===== src/hdl/pwmdb_pkg.sv =====
package pwmdb_pkg;
  // register byte addresses on the bus
  localparam logic [7:0] PWMDB_OFF_DBRC  = 8'h00; // dead_band_restart_control
  localparam logic [7:0] PWMDB_OFF_STEER = 8'h04; // pulse_steering_control
  localparam logic [7:0] PWMDB_OFF_MODE  = 8'h08; // module_control_reg
  localparam logic [7:0] PWMDB_OFF_SHDN  = 8'h0C; // shutdown_event_flag
  localparam logic [7:0] PWMDB_OFF_IRQST = 8'h10;
  localparam logic [7:0] PWMDB_OFF_IRQMK = 8'h14;
  // field layout
  localparam int PWMDB_DB_W        = 7;
  localparam int PWMDB_RESTART_BIT = 7;
  localparam int PWMDB_SYNC_BIT    = 4;
  localparam int PWMDB_FLAG_BIT    = 0;
  localparam int PWMDB_NPIN        = 4;
  localparam int PWMDB_NEVT        = 2;
  localparam int PWMDB_EVT_SHUT    = 0;
  localparam int PWMDB_EVT_RESTART = 1;
  // reset values
  localparam logic [7:0] PWMDB_DBRC_RST  = 8'h00;
  localparam logic [4:0] PWMDB_STEER_RST = 5'h01;
  localparam logic [7:0] PWMDB_MODE_RST  = 8'h00;
  // mode codes
  localparam logic [1:0] PWMDB_PWM_MODE    = 2'h3; // mode field <3:2>
  localparam logic [1:0] PWMDB_BRIDGE_SGL  = 2'h0;
  localparam logic [1:0] PWMDB_BRIDGE_HALF = 2'h2;
endpackage : pwmdb_pkg


===== src/hdl/pwmdb_steer_if.sv =====
`timescale 1ns/10ps
interface pwmdb_steer_if;
  logic [3:0] req_en;       // steering enables as written
  logic       sync;         // 1: apply at period start
  logic       period_start; // pulse at start of a pwm period
  logic [3:0] eff_en;       // enables in force
  modport ctl (output req_en, output sync, output period_start,
               input eff_en);
  modport stg (input req_en, input sync, input period_start,
               output eff_en);
endinterface : pwmdb_steer_if


===== src/hdl/pwmdb_steer.sv =====
`timescale 1ns/10ps
module pwmdb_steer
  import pwmdb_pkg::*;
(
  input wire logic    sys_clk,
  input wire logic    nrst,
  pwmdb_steer_if.stg  sif
);
  typedef struct packed {
    logic [3:0] eff;
  } pwmdb_steer_st_t;

  pwmdb_steer_st_t st;
  pwmdb_steer_st_t next_st;

  // sync holds new enables until a period edge so no pulse is cut
  always_comb begin
    next_st = st;
    if (!sif.sync || sif.period_start) begin
      next_st.eff = sif.req_en;
    end
  end

  always_ff @(posedge sys_clk) begin
    if (!nrst) begin
      st.eff <= PWMDB_STEER_RST[3:0];
    end else begin
      st <= next_st;
    end
  end

  assign sif.eff_en = st.eff;

  property p_sync_hold;
    @(posedge sys_clk) disable iff (!nrst)
      sif.sync && !sif.period_start |=> sif.eff_en == $past(sif.eff_en);
  endproperty
  a_sync_hold: assert property (p_sync_hold)
    else $error("steering changed mid period with sync set");

  property p_sync_load;
    @(posedge sys_clk) disable iff (!nrst)
      sif.sync && sif.period_start |=> sif.eff_en == $past(sif.req_en);
  endproperty
  a_sync_load: assert property (p_sync_load)
    else $error("steering not taken at period start");

  property p_imm_load;
    @(posedge sys_clk) disable iff (!nrst)
      !sif.sync |=> sif.eff_en == $past(sif.req_en);
  endproperty
  a_imm_load: assert property (p_imm_load)
    else $error("immediate steering update missed");

  c_sync_update: cover property (@(posedge sys_clk) disable iff (!nrst)
    sif.sync && sif.period_start && sif.req_en != sif.eff_en);
endmodule : pwmdb_steer


===== src/hdl/pwmdb_deadband.sv =====
`timescale 1ns/10ps
module pwmdb_deadband
  import pwmdb_pkg::*;
#(
  parameter int W = PWMDB_DB_W
)(
  input  wire logic         sys_clk,
  input  wire logic         nrst,
  input  wire logic         en,
  input  wire logic [W-1:0] count,
  input  wire logic         in_level,
  output logic              out_level
);
  if (W < 1 || W > 16) begin : g_chk
    $error("pwmdb_deadband: W out of range");
  end

  typedef struct packed {
    logic         prev_in;
    logic [W-1:0] cnt;
  } pwmdb_db_st_t;

  pwmdb_db_st_t st;
  pwmdb_db_st_t next_st;
  logic [W-1:0] cnt_eff;

  // count loads on the rising edge; falling edge passes at once
  always_comb begin
    next_st         = st;
    next_st.prev_in = in_level;
    cnt_eff = (in_level && !st.prev_in) ? count : st.cnt;
    if (!in_level) begin
      next_st.cnt = '0;
    end else if (cnt_eff != '0) begin
      next_st.cnt = cnt_eff - 1'b1;
    end else begin
      next_st.cnt = '0;
    end
    if (!en) begin
      out_level = in_level;
    end else begin
      // only inactive-to-active edges wait
      out_level = in_level && (cnt_eff == '0);
    end
  end

  always_ff @(posedge sys_clk) begin
    if (!nrst) begin
      st <= '0;
    end else begin
      st <= next_st;
    end
  end

  property p_fall_now;
    @(posedge sys_clk) disable iff (!nrst)
      en && !in_level |-> !out_level;
  endproperty
  a_fall_now: assert property (p_fall_now)
    else $error("active-to-inactive edge was delayed");

  property p_zero_delay;
    @(posedge sys_clk) disable iff (!nrst)
      en && in_level && !st.prev_in && count == '0 |-> out_level;
  endproperty
  a_zero_delay: assert property (p_zero_delay)
    else $error("zero count still delayed the edge");

  property p_two_delay;
    @(posedge sys_clk) disable iff (!nrst)
      en && in_level && !st.prev_in && count == W'(2)
      |-> !out_level ##1 (!out_level || !in_level)
      ##1 (out_level || !in_level || !en);
  endproperty
  a_two_delay: assert property (p_two_delay)
    else $error("dead band of two cycles not exact");
endmodule : pwmdb_deadband


===== src/hdl/pwmdb_top.sv =====
// Function
// - dead-band delay acts only in half-bridge output mode.
// - only inactive-to-active edges are delayed; falling edges pass.
// - rising edge waits exactly dead_band_count instruction cycles.
// - auto restart clears the shutdown flag once the condition goes away.
// - steering works only with mode upper bits 11 and bridge mode 00.
// - each steer enable routes pwm to its pin, else port data drives it.
// - one waveform may appear on any combination of the four pins.
// - mode low bits set polarity of all steered pins.
// - shutdown forces only steered pins; port pins stay untouched.
// - sync set applies enables at period start, else at once.
// - steering register resets to 0x01; top three bits read zero.
// - with sync set, steering changes give only whole pwm pulses.
// - shutdown flag set holds outputs in shutdown state.
//
// The register offsets and register access over Wishbone were chosen for this implementation.
`timescale 1ns/10ps
module pwmdb_top
  import pwmdb_pkg::*;
(
  input  wire logic        sys_clk,
  input  wire logic        nrst,
  input  wire logic        wb_cyc_i,
  input  wire logic        wb_stb_i,
  input  wire logic        wb_we_i,
  input  wire logic [7:0]  wb_adr_i,
  input  wire logic [3:0]  wb_sel_i,
  input  wire logic [31:0] wb_dat_i,
  output logic      [31:0] wb_dat_o,
  output logic             wb_ack_o,
  input  wire logic        pwm_in,
  input  wire logic        period_start,
  input  wire logic        shutdown_cond,
  input  wire logic [3:0]  port_data,
  output logic             pwm_out_a,
  output logic             pwm_out_b,
  output logic             pwm_out_c,
  output logic             pwm_out_d,
  output logic             irq
);
  typedef struct packed {
    logic [7:0]            dbrc;     // dead_band_restart_control
    logic [4:0]            steer;    // pulse_steering_control
    logic [7:0]            mode;     // module_control_reg
    logic                  flag;     // shutdown_event_flag
    logic                  rst_wait; // waits for next period after restart
    logic [PWMDB_NEVT-1:0] irq_st;
    logic [PWMDB_NEVT-1:0] irq_mk;
    logic                  ack;
    logic [7:0]            rdata;
    logic [3:0]            pins;
    logic                  irq;
  } pwmdb_st_t;

  pwmdb_st_t  st;
  pwmdb_st_t  next_st;
  logic       acc;
  logic       wr;
  logic       single;
  logic       half;
  logic       shut;
  logic       auto_rs;
  logic       clr_flag;
  logic       pol_ac;
  logic       pol_bd;
  logic [3:0] pol;
  logic [3:0] eff;
  logic       db_a;
  logic       db_b;
  logic [PWMDB_NEVT-1:0] evt;
  // per-pin legs meet here so only one process writes next_st
  wire logic [3:0] pin_nx;

  pwmdb_steer_if sif ();

  assign sif.req_en       = st.steer[3:0];
  assign sif.sync         = st.steer[PWMDB_SYNC_BIT];
  assign sif.period_start = period_start;
  assign eff              = sif.eff_en;

  pwmdb_steer u_steer (
    .sys_clk (sys_clk),
    .nrst    (nrst),
    .sif     (sif)
  );

  // primary and complement each get their own dead band
  pwmdb_deadband #(.W(PWMDB_DB_W)) u_db_a (
    .sys_clk   (sys_clk),
    .nrst      (nrst),
    .en        (half),
    .count     (st.dbrc[PWMDB_DB_W-1:0]),
    .in_level  (pwm_in),
    .out_level (db_a)
  );

  pwmdb_deadband #(.W(PWMDB_DB_W)) u_db_b (
    .sys_clk   (sys_clk),
    .nrst      (nrst),
    .en        (half),
    .count     (st.dbrc[PWMDB_DB_W-1:0]),
    .in_level  (!pwm_in),
    .out_level (db_b)
  );

  // mode decode and pair polarity; 1 means active low
  always_comb begin
    single = st.mode[3:2] == PWMDB_PWM_MODE
             && st.mode[7:6] == PWMDB_BRIDGE_SGL;
    half   = st.mode[3:2] == PWMDB_PWM_MODE
             && st.mode[7:6] == PWMDB_BRIDGE_HALF;
    pol_ac = st.mode[1];
    pol_bd = st.mode[0];
    pol    = {pol_bd, pol_ac, pol_bd, pol_ac};
    shut   = st.flag || st.rst_wait;
    auto_rs = st.dbrc[PWMDB_RESTART_BIT];
  end

  // bus strobes: one access, one ack, then ack drops
  always_comb begin
    acc = wb_cyc_i && wb_stb_i && !st.ack;
    wr  = acc && wb_we_i && wb_sel_i[0];
    clr_flag = !shutdown_cond && (auto_rs
               || (wr && wb_adr_i == PWMDB_OFF_SHDN
                   && wb_dat_i[PWMDB_FLAG_BIT]));
  end

  always_comb begin
    next_st = st;
    next_st.ack = acc;
    // register writes
    if (wr) begin
      unique case (wb_adr_i)
        PWMDB_OFF_DBRC:  next_st.dbrc   = wb_dat_i[7:0];
        PWMDB_OFF_STEER: next_st.steer  = wb_dat_i[4:0];
        PWMDB_OFF_MODE:  next_st.mode   = wb_dat_i[7:0];
        PWMDB_OFF_IRQMK: next_st.irq_mk = wb_dat_i[PWMDB_NEVT-1:0];
        default: ;
      endcase
    end
    // condition present wins over any clear
    if (shutdown_cond) begin
      next_st.flag = 1'b1;
    end else if (clr_flag) begin
      next_st.flag = 1'b0;
    end
    // after a restart output waits for the next period edge
    if (st.flag) begin
      next_st.rst_wait = 1'b1;
    end else if (period_start) begin
      next_st.rst_wait = 1'b0;
    end
    // sticky events, write one to clear, set wins
    evt[PWMDB_EVT_SHUT]    = next_st.flag && !st.flag;
    evt[PWMDB_EVT_RESTART] = st.flag && !next_st.flag;
    if (wr && wb_adr_i == PWMDB_OFF_IRQST) begin
      next_st.irq_st = st.irq_st & ~wb_dat_i[PWMDB_NEVT-1:0];
    end
    next_st.irq_st = next_st.irq_st | evt;
    next_st.irq    = |(next_st.irq_st & next_st.irq_mk);
    // read data, unmapped reads zero
    next_st.rdata = 8'h00;
    if (acc && !wb_we_i) begin
      unique case (wb_adr_i)
        PWMDB_OFF_DBRC:  next_st.rdata = st.dbrc;
        PWMDB_OFF_STEER: next_st.rdata = {3'h0, st.steer};
        PWMDB_OFF_MODE:  next_st.rdata = st.mode;
        PWMDB_OFF_SHDN:  next_st.rdata = {7'h00, st.flag};
        PWMDB_OFF_IRQST: next_st.rdata = {6'h00, st.irq_st};
        PWMDB_OFF_IRQMK: next_st.rdata = {6'h00, st.irq_mk};
        default: ;
      endcase
    end
    // pins take the muxed legs
    next_st.pins = pin_nx;
  end

  // pin mux, one leg per pin; shutdown drives the inactive level
  for (genvar i = 0; i < PWMDB_NPIN; i++) begin : g_pin
    logic leg;
    always_comb begin
      if (single) begin
        if (!eff[i]) begin
          leg = port_data[i];
        end else if (shut) begin
          leg = pol[i];
        end else begin
          leg = pwm_in ^ pol[i];
        end
      end else if (half && i < 2) begin
        leg = shut ? pol[i]
            : ((i == 0 ? db_a : db_b) ^ pol[i]);
      end else begin
        leg = port_data[i];
      end
    end
    assign pin_nx[i] = leg;
  end

  always_ff @(posedge sys_clk) begin
    if (!nrst) begin
      st          <= '0;
      st.dbrc     <= PWMDB_DBRC_RST;
      st.steer    <= PWMDB_STEER_RST;
      st.mode     <= PWMDB_MODE_RST;
    end else begin
      st <= next_st;
    end
  end

  assign wb_dat_o  = {24'h000000, st.rdata};
  assign wb_ack_o  = st.ack;
  assign pwm_out_a = st.pins[0];
  assign pwm_out_b = st.pins[1];
  assign pwm_out_c = st.pins[2];
  assign pwm_out_d = st.pins[3];
  assign irq       = st.irq;

  property p_half_cd_port;
    @(posedge sys_clk) disable iff (!nrst)
      half |=> {pwm_out_d, pwm_out_c} == $past(port_data[3:2]);
  endproperty
  a_half_cd_port: assert property (p_half_cd_port)
    else $error("half bridge touched pins c or d");

  property p_no_steer;
    @(posedge sys_clk) disable iff (!nrst)
      !single && !half |=> st.pins == $past(port_data);
  endproperty
  a_no_steer: assert property (p_no_steer)
    else $error("steering acted outside single output mode");

  property p_port_pin;
    @(posedge sys_clk) disable iff (!nrst)
      single && !eff[0] |=> pwm_out_a == $past(port_data[0]);
  endproperty
  a_port_pin: assert property (p_port_pin)
    else $error("unsteered pin a not under port control");

  property p_all_four;
    @(posedge sys_clk) disable iff (!nrst)
      single && !shut && eff == 4'hF
      |=> st.pins == ($past(pol) ^ {4{$past(pwm_in)}});
  endproperty
  a_all_four: assert property (p_all_four)
    else $error("steered pins do not carry the pwm waveform");

  property p_shut_steered;
    @(posedge sys_clk) disable iff (!nrst)
      single && shut && eff[1] && !eff[0]
      |=> pwm_out_b == $past(pol_bd)
          && pwm_out_a == $past(port_data[0]);
  endproperty
  a_shut_steered: assert property (p_shut_steered)
    else $error("shutdown hit wrong pins");

  property p_auto_restart;
    @(posedge sys_clk) disable iff (!nrst)
      st.flag && auto_rs && !shutdown_cond |=> !st.flag && shut;
  endproperty
  a_auto_restart: assert property (p_auto_restart)
    else $error("auto restart did not clear the flag");

  property p_flag_holds;
    @(posedge sys_clk) disable iff (!nrst)
      st.flag && !auto_rs && !wr |=> st.flag;
  endproperty
  a_flag_holds: assert property (p_flag_holds)
    else $error("flag cleared without software or restart");

  property p_half_shut;
    @(posedge sys_clk) disable iff (!nrst)
      half && st.flag ##1 half |-> pwm_out_a == $past(pol_ac);
  endproperty
  a_half_shut: assert property (p_half_shut)
    else $error("half bridge pin a not in shutdown state");

  property p_reset_vals;
    @(posedge sys_clk) disable iff (!nrst)
      $rose(nrst) |-> st.steer == PWMDB_STEER_RST
                      && st.dbrc == PWMDB_DBRC_RST;
  endproperty
  a_reset_vals: assert property (p_reset_vals)
    else $error("control registers wrong after reset");

  // a live condition must always win over any clear
  property p_shut_sets;
    @(posedge sys_clk) disable iff (!nrst)
      shutdown_cond |=> st.flag;
  endproperty
  a_shut_sets: assert property (p_shut_sets)
    else $error("shutdown condition did not set the flag");

  property p_soft_clear;
    @(posedge sys_clk) disable iff (!nrst)
      !shutdown_cond && wr && wb_adr_i == PWMDB_OFF_SHDN
      && wb_dat_i[PWMDB_FLAG_BIT] |=> !st.flag;
  endproperty
  a_soft_clear: assert property (p_soft_clear)
    else $error("software clear of the flag was lost");

  // single output mode must pass edges with no dead band
  property p_db_off;
    @(posedge sys_clk) disable iff (!nrst)
      single && !shut && eff[0]
      |=> pwm_out_a == ($past(pwm_in) ^ $past(pol_ac));
  endproperty
  a_db_off: assert property (p_db_off)
    else $error("pin a delayed outside half bridge mode");

  c_steer_all: cover property (@(posedge sys_clk) disable iff (!nrst)
    single && eff == 4'hF && !shut && pwm_in);
  c_half_shut: cover property (@(posedge sys_clk) disable iff (!nrst)
    half && shutdown_cond);
  c_restart: cover property (@(posedge sys_clk) disable iff (!nrst)
    st.flag && auto_rs && !shutdown_cond);
endmodule : pwmdb_top


===== config.mk =====
export PLATFORM = sky130hd
export DESIGN_NAME = pwmdb_top
export DESIGN_NICKNAME = d
export VERILOG_FILES = /design/src/hdl/pwmdb_pkg.sv /design/src/hdl/pwmdb_steer_if.sv /design/src/hdl/pwmdb_steer.sv /design/src/hdl/pwmdb_deadband.sv /design/src/hdl/pwmdb_top.sv
export SDC_FILE = /design/constraint.sdc
export NUM_CORES = 1
export LEC_CHECK = 0
export BUFFER_PORTS_ARGS = -buffer_cell sky130_fd_sc_hd__buf_4
export CAP_MARGIN = 20
export CORE_MARGIN = 2
export CORE_UTILIZATION = 40
export CTS_BUF_LIST = sky130_fd_sc_hd__clkbuf_4 sky130_fd_sc_hd__clkbuf_8 sky130_fd_sc_hd__clkbuf_16
export DETAILED_ROUTE_END_ITERATION = 10
export PLACE_DENSITY = 0.71
export SYNTH_ARGS = -nofsm -noshare
export SYNTH_HDL_FRONTEND = slang
export SYNTH_HIERARCHICAL = 1
export SYNTH_SLANG_ARGS = --single-unit

===== constraint.sdc =====
create_clock -name sys_clk -period 2 [get_ports sys_clk]
set_clock_uncertainty 0.2 [all_clocks]
set_input_delay 0.1 -clock sys_clk [delete_from_list [all_inputs] [get_ports sys_clk]]
set_output_delay 0.1 -clock sys_clk [all_outputs]
set_load 0.05 [all_outputs]

==> metrics.md, run 1 <==
| Metric | Value |
|---|---|
| Lkg Pwr | roughly 1.8 nW |
| Row count | 32 |
| CTS tree | done |
| Worst-case clock buffer depth | 2 |
| 1st-pass router iterations | 4 |
| Worst-Skew Late Latency | 340 ps |
| Power Dens Cells | 717 nW/um2 |
| Worst-path clk slew | approximately 70 ps |
| Internal power | about 0.0023 W |
| Fin. max-slew vios | 0 |
| Diode count | 0 |
| Comb pwr share | 0.194 |
| Max VDD drop | between 300 and 400 uV |
| Total Power | around 0.0031 W |
| Maxcap violations | 0 |
| Starting DRT DRC Count | 74 |
| #FFs+latches synth | between 60 and 70 |
| Reg2reg end | pwm_out_a$_SDFF_PN0_ |
| DRC viols | 0 |
| Setup violations, final | 2 |
| Footprint of the multi-input gates | 1860 um2 |
| Met3 wire length | between 300 and 400 um |
| Reg power frac | 0.409 |
| Initial antenna violation count | 0 |
| DRT met1 WL | between 3000 and 4000 um |
| Mapped Cells | 333 |
| Most common cell after layout, fill and taps aside | buf_4 |
| Critical Path Sink Type | flop |
| Startpoint Class | flop |
| P&R area growth vs syn | 35.0% |
| Fill count | approximately 680 |
| First-pass GRT wire length | ~12000 um |
| Full die area | around 9000 um2 |
| Sw Ratio | 0.275 |
| EDFF count, synth | 0 |
| RSZ-0062 raised after global routing | yes |
| Core Region | 7770 um2 |
| Worst hold path class | input pin to flop |
| IO Count | 94 |
| Crit path from | u_db_a/st[7]$_SDFF_PN0_ |
| Initial core utilization | 0.416 |
| RR Startpoint | u_db_a/st[7]$_SDFF_PN0_ |
| Layout cells sized above 1 | 0.313 |
| Placed Area | 3770 um2 |
| Via Count | between 2000 and 3000 |
| Critical Path AT | 2170 ps |
| Fmax | 0.472 GHz |
| Syn. warnings | 6 |
| Largest net degree at the start of global routing | 25 |
| R2R cell count | 7 |
| Worst Setup EP | pwm_out_a$_SDFF_PN0_ |
| WS Path Type | flop to flop |
| Num Clock Sinks | 61 |
| Synth unique cells | 56 |
| Most frequent cells in the layout | buf_4, dfxtp_1, mux2i_1 |
| Final ANT Viol Nets | 0 |
| Clock tree root buffer cell | clkbuf_8 |
| Avg Cell Area, Syn | 9.69 um2 |
| Vias per Instance | around 5 |
| Clock power share | 0.397 |
| Setup tns final | -198 ps |
| Failing checks | negative setup slack |
| FF+latch area | ~1200 um2 |
| Tot GR Track Use | 0.181 |
| Tmin final | between 2000 and 2500 ps |
| Setup slack, reg-to-reg | -120 ps |
| H-Tree Depth | 3 |
| Chip Height | roughly 94 um |
| Post-Route WL | just under 8000 um |
| Non-filler cells, final | approximately 540 |
| Clock buffer count from CTS | 9 |
| Post-layout util | 0.561 |
| Period utilization | 1.06 |
| Synth async-reset ratio | 0 |
| Met2 Wirelength | between 3000 and 4000 um |
| Avg WL per Cell | 14.5 um |
| Final WS setup | -120 ps |
| Post-synthesis sequential area ratio | 0.378 |
| CP Max Fanout | 6 |
| Port bufs | 42 |
| Most used DFF post-synth | dfxtp_1 |
| Mapped cell area | 3230 um2 |
| Post-route cell area | about 4400 um2 |
| Worst hold path depth | 3 |
| Number of global-route vias before repair | 2624 |
| Top routing layer used | met4 |
| Final nets | about 500 |
| Status | finished with violations |
| GRT Residual Overflow | 0 |
| Cell count after placement | ~500 |
| Hpwl dp | 5530 um |
| Critical Path RT | between 2000 and 2500 ps |
| Psw | between 0.0008 and 0.0009 W |
| Die X-Extent | around 94 um |
| Final hold vios | 0 |
| Gp weighted congestion | between 0.8 and 0.9 |
-- synth_stat cells (3+ instances only) --
library cell | count | share of area
dfxtp_1 | 61 | 0.38
mux2i_1 | 43 | 0.13
buf_4 | 34 | 0.079
nor2_1 | 27 | 0.031
nor2b_1 | 26 | 0.050
nand2_1 | 17 | 0.020
a21oi_1 | 11 | 0.017
mux2_2 | 8 | 0.028
and2_1 | 6 | 0.012
nor3_1 | 6 | 0.0093
and3_1 | 5 | 0.0097
nand2b_1 | 5 | 0.0097
buf_2 | 4 | 0.0062
inv_1 | 4 | 0.0046
nand3_1 | 4 | 0.0062
o21ai_0 | 4 | 0.0062
xor2_1 | 4 | 0.011
a32o_1 | 3 | 0.0093
clkbuf_1 | 3 | 0.0035
nand4_1 | 3 | 0.0058
nor3b_1 | 3 | 0.0070
-- power by group through the flow --
stage                     clock network (W)  logic (W)  registers (W)
final                               0.00124   0.000605        0.00128
after global routing                0.00132   0.000651        0.00128
after CTS                           0.00127   0.000576        0.00128
after detailed placement                  0   0.000522        0.00130
after global placement                    0   0.000514        0.00130
after floorplan                           0   0.000375        0.00131
-- logic make-up (layout without fill, tap and decap cells) --
kind of cell,count (synthesis),after routing,share of synthesized area
simple gates,124,124,0.233
mux,54,54,0.178
xor+xnor,6,6,0.0163
fa+ha+maj,2,2,0.00775
other cells,1,24,0.00116
flops,61,61,0.378
buf+inv,45,130,0.0934
compound gates,40,40,0.0922
-- sequential cells by signal, summed over array words and instances, names as in the netlist, 2 cells and up --
signal / count
u_db_a/st: 8
st: 19
pol: 2
u_db_b/st: 8
sif.req_en: 4
wb_dat_o: 8
u_steer/sif.eff_en: 4
-- final cells by class --
class / instances / share of cell area
Inverter: 4 / 0.00345
Clock buffer: 10 / 0.0316
Sequential cell: 61 / 0.282
Timing Repair Buffer: 110 / 0.208
Multi-Input combinational cell: 250 / 0.426
Clock inverter: 6 / 0.0198
Tap cell: 102 / 0.0293
-- repair_timing --
item,CTS,global route
hold buffers,25,0
gates resized for setup,6,10
pin swaps,5,6
buffers inserted,3,4
hold endpoints to repair,44,0
setup endpoints to repair,2,12
-- per-layer routing --
| metal | GRT usage | vias up |
|---|---|---|
| li1 | - | 1327 |
| met1 | 0.219 | 1291 |
| met2 | 0.314 | 84 |
| met3 | 0.0313 | 14 |
| met4 | 0.0785 | 0 |
| met5 | 0 | - |
-- stage by stage --
step                worst slack [ps]  hold slack (ps)
detailed placement              -141              186
CTS                             -146             4.66
global placement               -65.3              166
floorplan                       19.0            -11.1
finish                          -120             18.7
global route                    -197             49.4
-- critical path: stages, from the launching register on --
cell      delay [ps]
dfxtp_2          350
nand2b_4         180
mux2_4           310
or4_4            420
a21boi_2         130
nand2_1           70
xor2_1           140
a211oi_1         220
-- worst min path at each step --
stage                       from                            endpoint  slack, ps
floorplan                   nrst  u_steer/sif.eff_en[0]$_SDFFE_PN1P_        -10
global placement    port_data[2]                pwm_out_c$_SDFF_PN0_        170
detailed placement   wb_dat_i[3]                 st[36]$_SDFFE_PN0P_        190
CTS                  wb_adr_i[2]              wb_dat_o[6]$_SDFF_PN0_          5
global route         wb_adr_i[2]              wb_dat_o[6]$_SDFF_PN0_         50
finish               wb_adr_i[2]              wb_dat_o[6]$_SDFF_PN0_         20
(Power assumes the default switching activity.)
==> inputs of run 2 (changes only) <==
RECOVER_POWER = 50   (was default)
==> metrics.md, run 2 (synthesis gave the netlist of run 1 again) <==
| Metric | Value |
|---|---|
| Avg WL per Cell | 14.6 um (+0.29%) |
| Worst-path clk slew | 70 ps (about the same) |
| Critical Path Sink Type | flop |
| CP max stage cell | or4_4 |
| Lkg Pwr | 1.77 nW (-3.8%) |
| Worst-Skew Late Latency | 340 ps (about the same) |
| P&R area growth vs syn | 32.6% |
| Full die area | 8810 um2 (unchanged) |
| Post-layout util | 0.551 (-0.00983) |
| Starting DRT DRC Count | 77 (+4.1%) |
| Layout cells sized above 1 | 0.272 (-0.0408) |
| Actual slew at the worst max-slew pin | about 610 ps |
| IO Count | 94 (unchanged) |
| Maxcap violations | 0 (unchanged) |
| Initial antenna violation count | 0 (unchanged) |
| Most common cell after layout, fill and taps aside | buf_4 |
| Final ANT Viol Nets | 0 (unchanged) |
| Row count | 32 (unchanged) |
| Post-Route WL | 7920 um (+0.29%) |
| Largest register by flop count | st |
| Failing checks | negative setup slack |
| GRT Residual Overflow | 0 (unchanged) |
| Total Power | 0.00312 W (-0.27%) |
| Critical Path AT | 2170 ps (about the same) |
| Fmax | 0.473 GHz (+0.18%) |
| Setup tns final | -368 ps (-171 ps) |
| Slew Limit Headroom | 0.597 |
| Worst hold path class | input pin to flop |
| Num Clock Sinks | 61 (unchanged) |
| Tmin final | 2120 ps (-3.89 ps) |
| Final WS setup | -116 ps (+3.89 ps) |
| Fin. max-slew vios | 0 (unchanged) |
| CP Max Fanout | 6 (unchanged) |
| Setup violations, final | 9 (+7) |
| Via Count | 2699 (-0.63%) |
| Initial core utilization | 0.416 (unchanged) |
| Die X-Extent | 93.8 um (unchanged) |
| Status | finished with violations |
| Clock tree root buffer cell | clkbuf_8 |
| CTS tree | done |
| Core Region | 7770 um2 (unchanged) |
| Critical Path RT | 2050 ps (about the same) |
| Chip Height | 93.8 um (unchanged) |
| DRC viols | 0 (unchanged) |
| Number of global-route vias before repair | 2624 (unchanged) |
| Vias per Instance | 4.97 (-0.63%) |
| Power Dens Cells | 728 nW/um2 (+1.5%) |
| Most frequent cells in the layout | buf_4, dfxtp_1, mux2i_1 |
| Worst-case clock buffer depth | 2 (unchanged) |
| Clock buffer count from CTS | 9 (unchanged) |
| Port bufs | 42 (unchanged) |
| H-Tree Depth | 3 (unchanged) |
| Tot GR Track Use | 0.181 (unchanged) |
| Post-route cell area | 4280 um2 (-1.8%) |
| First-pass GRT wire length | 12400 um (unchanged) |
| Largest net degree at the start of global routing | 25 (unchanged) |
| RSZ-0062 raised after global routing | yes |
| Max FFs per register | 19 (unchanged) |
| 1st-pass router iterations | 4 (unchanged) |
| Gp weighted congestion | 0.895 (unchanged) |
| WS Path Type | flop to flop |
| Startpoint Class | flop |
| Hpwl dp | 5530 um (unchanged) |
| CP max stage delay | 420 ps (about the same) |
| Final nets | 494 (unchanged) |
| Fill count | 699 (+3.2%) |
| Max VDD drop | 302 uV (about the same) |
| Period utilization | 1.06 (-0.00195) |
| Placed Area | 3770 um2 (unchanged) |
| Diode count | 0 (unchanged) |
| Crit-path cells | nand2b_4 -> mux2_4 -> or4_4 -> a21boi_2 -> nand2_1 -> xor2_1 -> a211oi_1 |
| Final hold vios | 0 (unchanged) |
## run 2: cell count changes in the layout (fill, tap and decap cells not counted), sizes merged
cell    previous run  this run
clkbuf            10        26
buf               85        69
## run 2: final cells by class
type | instances | area, um2 | area share
well taps | 102 | 128 | 0.0298
clock inverters | 6 | 86.3 | 0.0202
flip-flops and latches | 61 | 1230 | 0.287
clock buffers | 10 | 138 | 0.0322
repair buffers | 110 | 846 | 0.198
inverters | 4 | 15.0 | 0.00351
multi-input cells | 250 | 1840 | 0.430
## run 2: worst max-delay path, delay by kind of cell, from the launching register on
family          cells  cell delay (ps)
simple gates        3              670
xor+xnor            1              140
mux                 1              310
compound gates      2              350
flops               1              350
## run 2: what timing repair did
item | 4_1_cts | 5_1_grt
endpoints found under the hold margin | 44 | 0
setup endpoints to repair | 2 | 12
pin swaps | 5 | 6
setup buffers | 3 | 4
gates resized for setup | 6 | 10
hold buffers | 25 | 0
## run 2: per-stage QoR
stage | std cells | hold WS (ps) | setup WS, ps
floorplan | 356 | -11.1 | 19.0
global placement | 495 | 166 | -65.3
detailed placement | 495 | 186 | -141
CTS | 539 | 4.66 | -146
global route | 543 | 49.4 | -197
finish | 543 | 13.9 | -116
## run 2: where the power goes
group | total [W] | leakage (nW) | switching, W | internal, W
sequential | 0.00128 | 0.497 | 0.0000226 | 0.00126
combinational | 0.000596 | 1.16 | 0.000325 | 0.000271
clock | 0.00124 | 0.112 | 0.000508 | 0.000733
## run 2: path summary, 6_finish.rpt
path / from / endpoint / slack (ps) / depth (start not counted)
max reg2reg: u_db_a/st[7]$_SDFF_PN0_ / pwm_out_a$_SDFF_PN0_ / -120 / 7
max: u_db_a/st[7]$_SDFF_PN0_ / pwm_out_a$_SDFF_PN0_ / -120 / 7
min reg2reg: u_steer/sif.eff_en[2]$_SDFFE_PN0P_ / u_steer/sif.eff_en[2]$_SDFFE_PN0P_ / 280 / 2
min: wb_adr_i[2] / wb_dat_o[6]$_SDFF_PN0_ / 10 / 3
## run 2: metal layers
layer  global-route usage  vias up  part of all wire
met5                    0        -                 0
met4               0.0785        0             0.020
met3               0.0313       14             0.052
met2                0.314       89              0.50
met1                0.219     1270              0.43
li1                     -     1326                 -
==> inputs of run 3 (changes only) <==
CELL_PAD_IN_SITES_DETAIL_PLACEMENT = 0   (was default)
CELL_PAD_IN_SITES_GLOBAL_PLACEMENT = 2   (was default)
CORE_UTILIZATION = 28   (was 40)
PLACE_DENSITY = 0.8   (was 0.71)
==> metrics.md, run 3 (synthesis gave the netlist of run 1 again) <==
| Metric | Value |
|---|---|
| Status | finished with violations |
| Failing checks | negative setup slack |
| DRC viols | 0 (unchanged) |
| Row count | 39 (+22%) |
| M1 GR Usage | 0.147 (-0.0718) |
| Reg2reg end | pwm_out_a$_SDFF_PN0_ |
| Avg WL per Cell | 13.7 um (-6.3%) |
| CP bufs+invs | 0 (unchanged) |
| Hpwl dp | 5960 um (+7.8%) |
| Max FFs per register | 19 (unchanged) |
| Worst-Skew Late Latency | 330 ps (about the same) |
| Final ANT Viol Nets | 0 (unchanged) |
| Worst hold path class | input pin to flop |
| Starting DRT DRC Count | 68 (-12%) |
| Num Clock Sinks | 61 (unchanged) |
| Tot GR Track Use | 0.130 (-0.0514) |
| Footprint of the multi-input gates | 1850 um2 (+0.48%) |
| Total Power | 0.00340 W (+9.1%) |
| Fmax | 0.475 GHz (+0.46%) |
| Layout cells sized above 1 | 0.304 (+0.0320) |
| CP max stage cell | or4_4 |
| WP depth | 7 (unchanged) |
| Worst-path clk slew | 50 ps (-20 ps) |
| Setup violations, final | 2 (-7) |
| Clock buffer count from CTS | 9 (unchanged) |
| Worst Setup EP | pwm_out_a$_SDFF_PN0_ |
| Full die area | 12400 um2 (+41%) |
| Max VDD drop | 418 uV (+39%) |
| CP Max Fanout | 5 (-1) |
| R2R cell count | 7 (unchanged) |
| H-Tree Depth | 3 (unchanged) |
| Critical Path AT | 2140 ps (-30 ps) |
| Fill count | 1151 (+65%) |
| Setup tns final | -209 ps (+159 ps) |
| Final nets | 487 (-1.4%) |
| Global-route met2 utilization | 0.235 (-0.0791) |
| Most common cell after layout, fill and taps aside | buf_4 |
| P&R area growth vs syn | 37.0% |
| Critical Path RT | 2040 ps (about the same) |
| GRT Residual Overflow | 0 (unchanged) |
| Most Crowded Layer GR | met2 |
| Largest register by flop count | st |
| Number of global-route vias before repair | 2592 (-1.2%) |
| Final hold vios | 0 (unchanged) |
| Diode count | 0 (unchanged) |
| Initial antenna violation count | 0 (unchanged) |
| Chip Height | 111 um (+19%) |
| Reg power frac | 0.376 (-0.034) |
| RR Startpoint | u_db_a/st[7]$_SDFF_PN0_ |
| Clock power share | 0.453 (+0.055) |
| Maxcap violations | 0 (unchanged) |
| Power Dens Cells | 768 nW/um2 (+5.5%) |
| Grt met3 use | 0.0376 (+0.00626) |
| Most frequent cells in the layout | buf_4, dfxtp_1, mux2i_1 |
| Fin. max-slew vios | 0 (unchanged) |
| WS Path Type | flop to flop |
| Largest net degree at the start of global routing | 25 (unchanged) |
| FF+latch area | 1230 um2 (+0.20%) |
| Critical Path Sink Type | flop |
| Gp weighted congestion | 0.819 (-8.5%) |
| Psw | 0.000879 W (+2.7%) |
| IO Count | 94 (unchanged) |
| Clock tree root buffer cell | clkbuf_16 |
| Tmin final | 2110 ps (-9.65 ps) |
| Comb pwr share | 0.170 (-0.021) |
| First-pass GRT wire length | 12900 um (+3.8%) |
| Vias per Instance | 4.52 (-9.1%) |
| Via Count | 2608 (-3.4%) |
| Core Region | 11300 um2 (+46%) |
| Startpoint Class | flop |
| Final WS setup | -106 ps (+9.65 ps) |
| Port bufs | 42 (unchanged) |
| 1st-pass router iterations | 4 (unchanged) |
| CP delay by family, top | simple AND/OR/NAND/NOR gates |
| RSZ-0062 raised after global routing | yes |
| Crit-path cells | nand2b_4 -> mux2_4 -> or4_4 -> a21boi_2 -> nand2_1 -> xor2_1 -> a211oi_1 |
| Period utilization | 1.05 (-0.00483) |
| Die X-Extent | 111 um (+19%) |
| Worst-case clock buffer depth | 2 (unchanged) |
| Crit path from | u_db_a/st[7]$_SDFF_PN0_ |
| Lkg Pwr | 1.86 nW (+4.9%) |
| Internal power | 0.00252 W (+11%) |
| Post-Route WL | 7880 um (-0.48%) |
| Sw Ratio | 0.259 (-0.0160) |
| CTS tree | done |
| Setup slack, reg-to-reg | -110 ps (about the same) |
| CP max stage delay | 430 ps (about the same) |
| Initial core utilization | 0.285 (-0.130) |
==> run 3: worst min-delay path by stage <==
stage / from / to / slack [ps] / depth (start not counted)
detailed placement: port_data[3] / pwm_out_d$_SDFF_PN0_ / 170 / 3
global placement: port_data[3] / pwm_out_d$_SDFF_PN0_ / 170 / 3
global route: pwm_in / u_db_a/st[7]$_SDFF_PN0_ / 40 / 3
CTS: pwm_in / u_db_a/st[7]$_SDFF_PN0_ / 20 / 3
finish: pwm_in / u_db_a/st[7]$_SDFF_PN0_ / 20 / 3
floorplan: nrst / u_steer/sif.eff_en[0]$_SDFFE_PN1P_ / -10 / 1
==> run 3: cell type report <==
| class | count | share of cell area |
|---|---|---|
| Multi-Input combinational cell | 250 | 0.418 |
| Sequential cell | 61 | 0.278 |
| Timing Repair Buffer | 103 | 0.193 |
| Clock buffer | 11 | 0.0557 |
| Tap cell | 143 | 0.0405 |
| Clock inverter | 5 | 0.0113 |
| Inverter | 4 | 0.00339 |
==> run 3: what timing repair did <==
action,4_1_cts,5_1_grt
hold endpoints to repair,41,0
gates resized for setup,6,8
endpoints found under the setup margin,2,5
pin swaps,2,3
setup buffers,0,2
hold buffers,22,0
==> run 3: power by group through the flow <==
stage	sequential (W)	clock (W)	combinational (W)
2_1_floorplan	0.00131	0	0.000375
3_3_place_gp	0.00130	0	0.000519
3_5_place_dp	0.00130	0	0.000525
4_1_cts	0.00128	0.00158	0.000567
5_1_grt	0.00128	0.00163	0.000627
6_report	0.00128	0.00154	0.000579
==> run 3: worst reg2reg max path: cells and delay by family (launching register included) <==
kind / cells / cell delay (ps)
multiplexers: 1 / 310
XOR/XNOR: 1 / 140
flip-flops: 1 / 340
AND/OR/NAND/NOR: 3 / 650
AO/OA/AOI/OAI: 2 / 370
==> run 3: routing by layer <==
layer / vias to the layer above / part of all wire
met3: 10 / 0.040
met4: 0 / 0.017
met5: - / 0
li1: 1313 / -
met2: 56 / 0.51
met1: 1229 / 0.43
==> run 3: stage by stage <==
step	util	cells	hold WS (ps)	worst slack, ps	area (um2)
finish	0.391	577	24.6	-106	4420
global route	0.391	577	40.8	-192	4420
CTS	0.387	575	21.7	-133	4380
detailed placement	0.339	537	173	-241	3840
global placement	0.339	537	172	-245	3840
floorplan	-	356	-11.1	19.0	3340
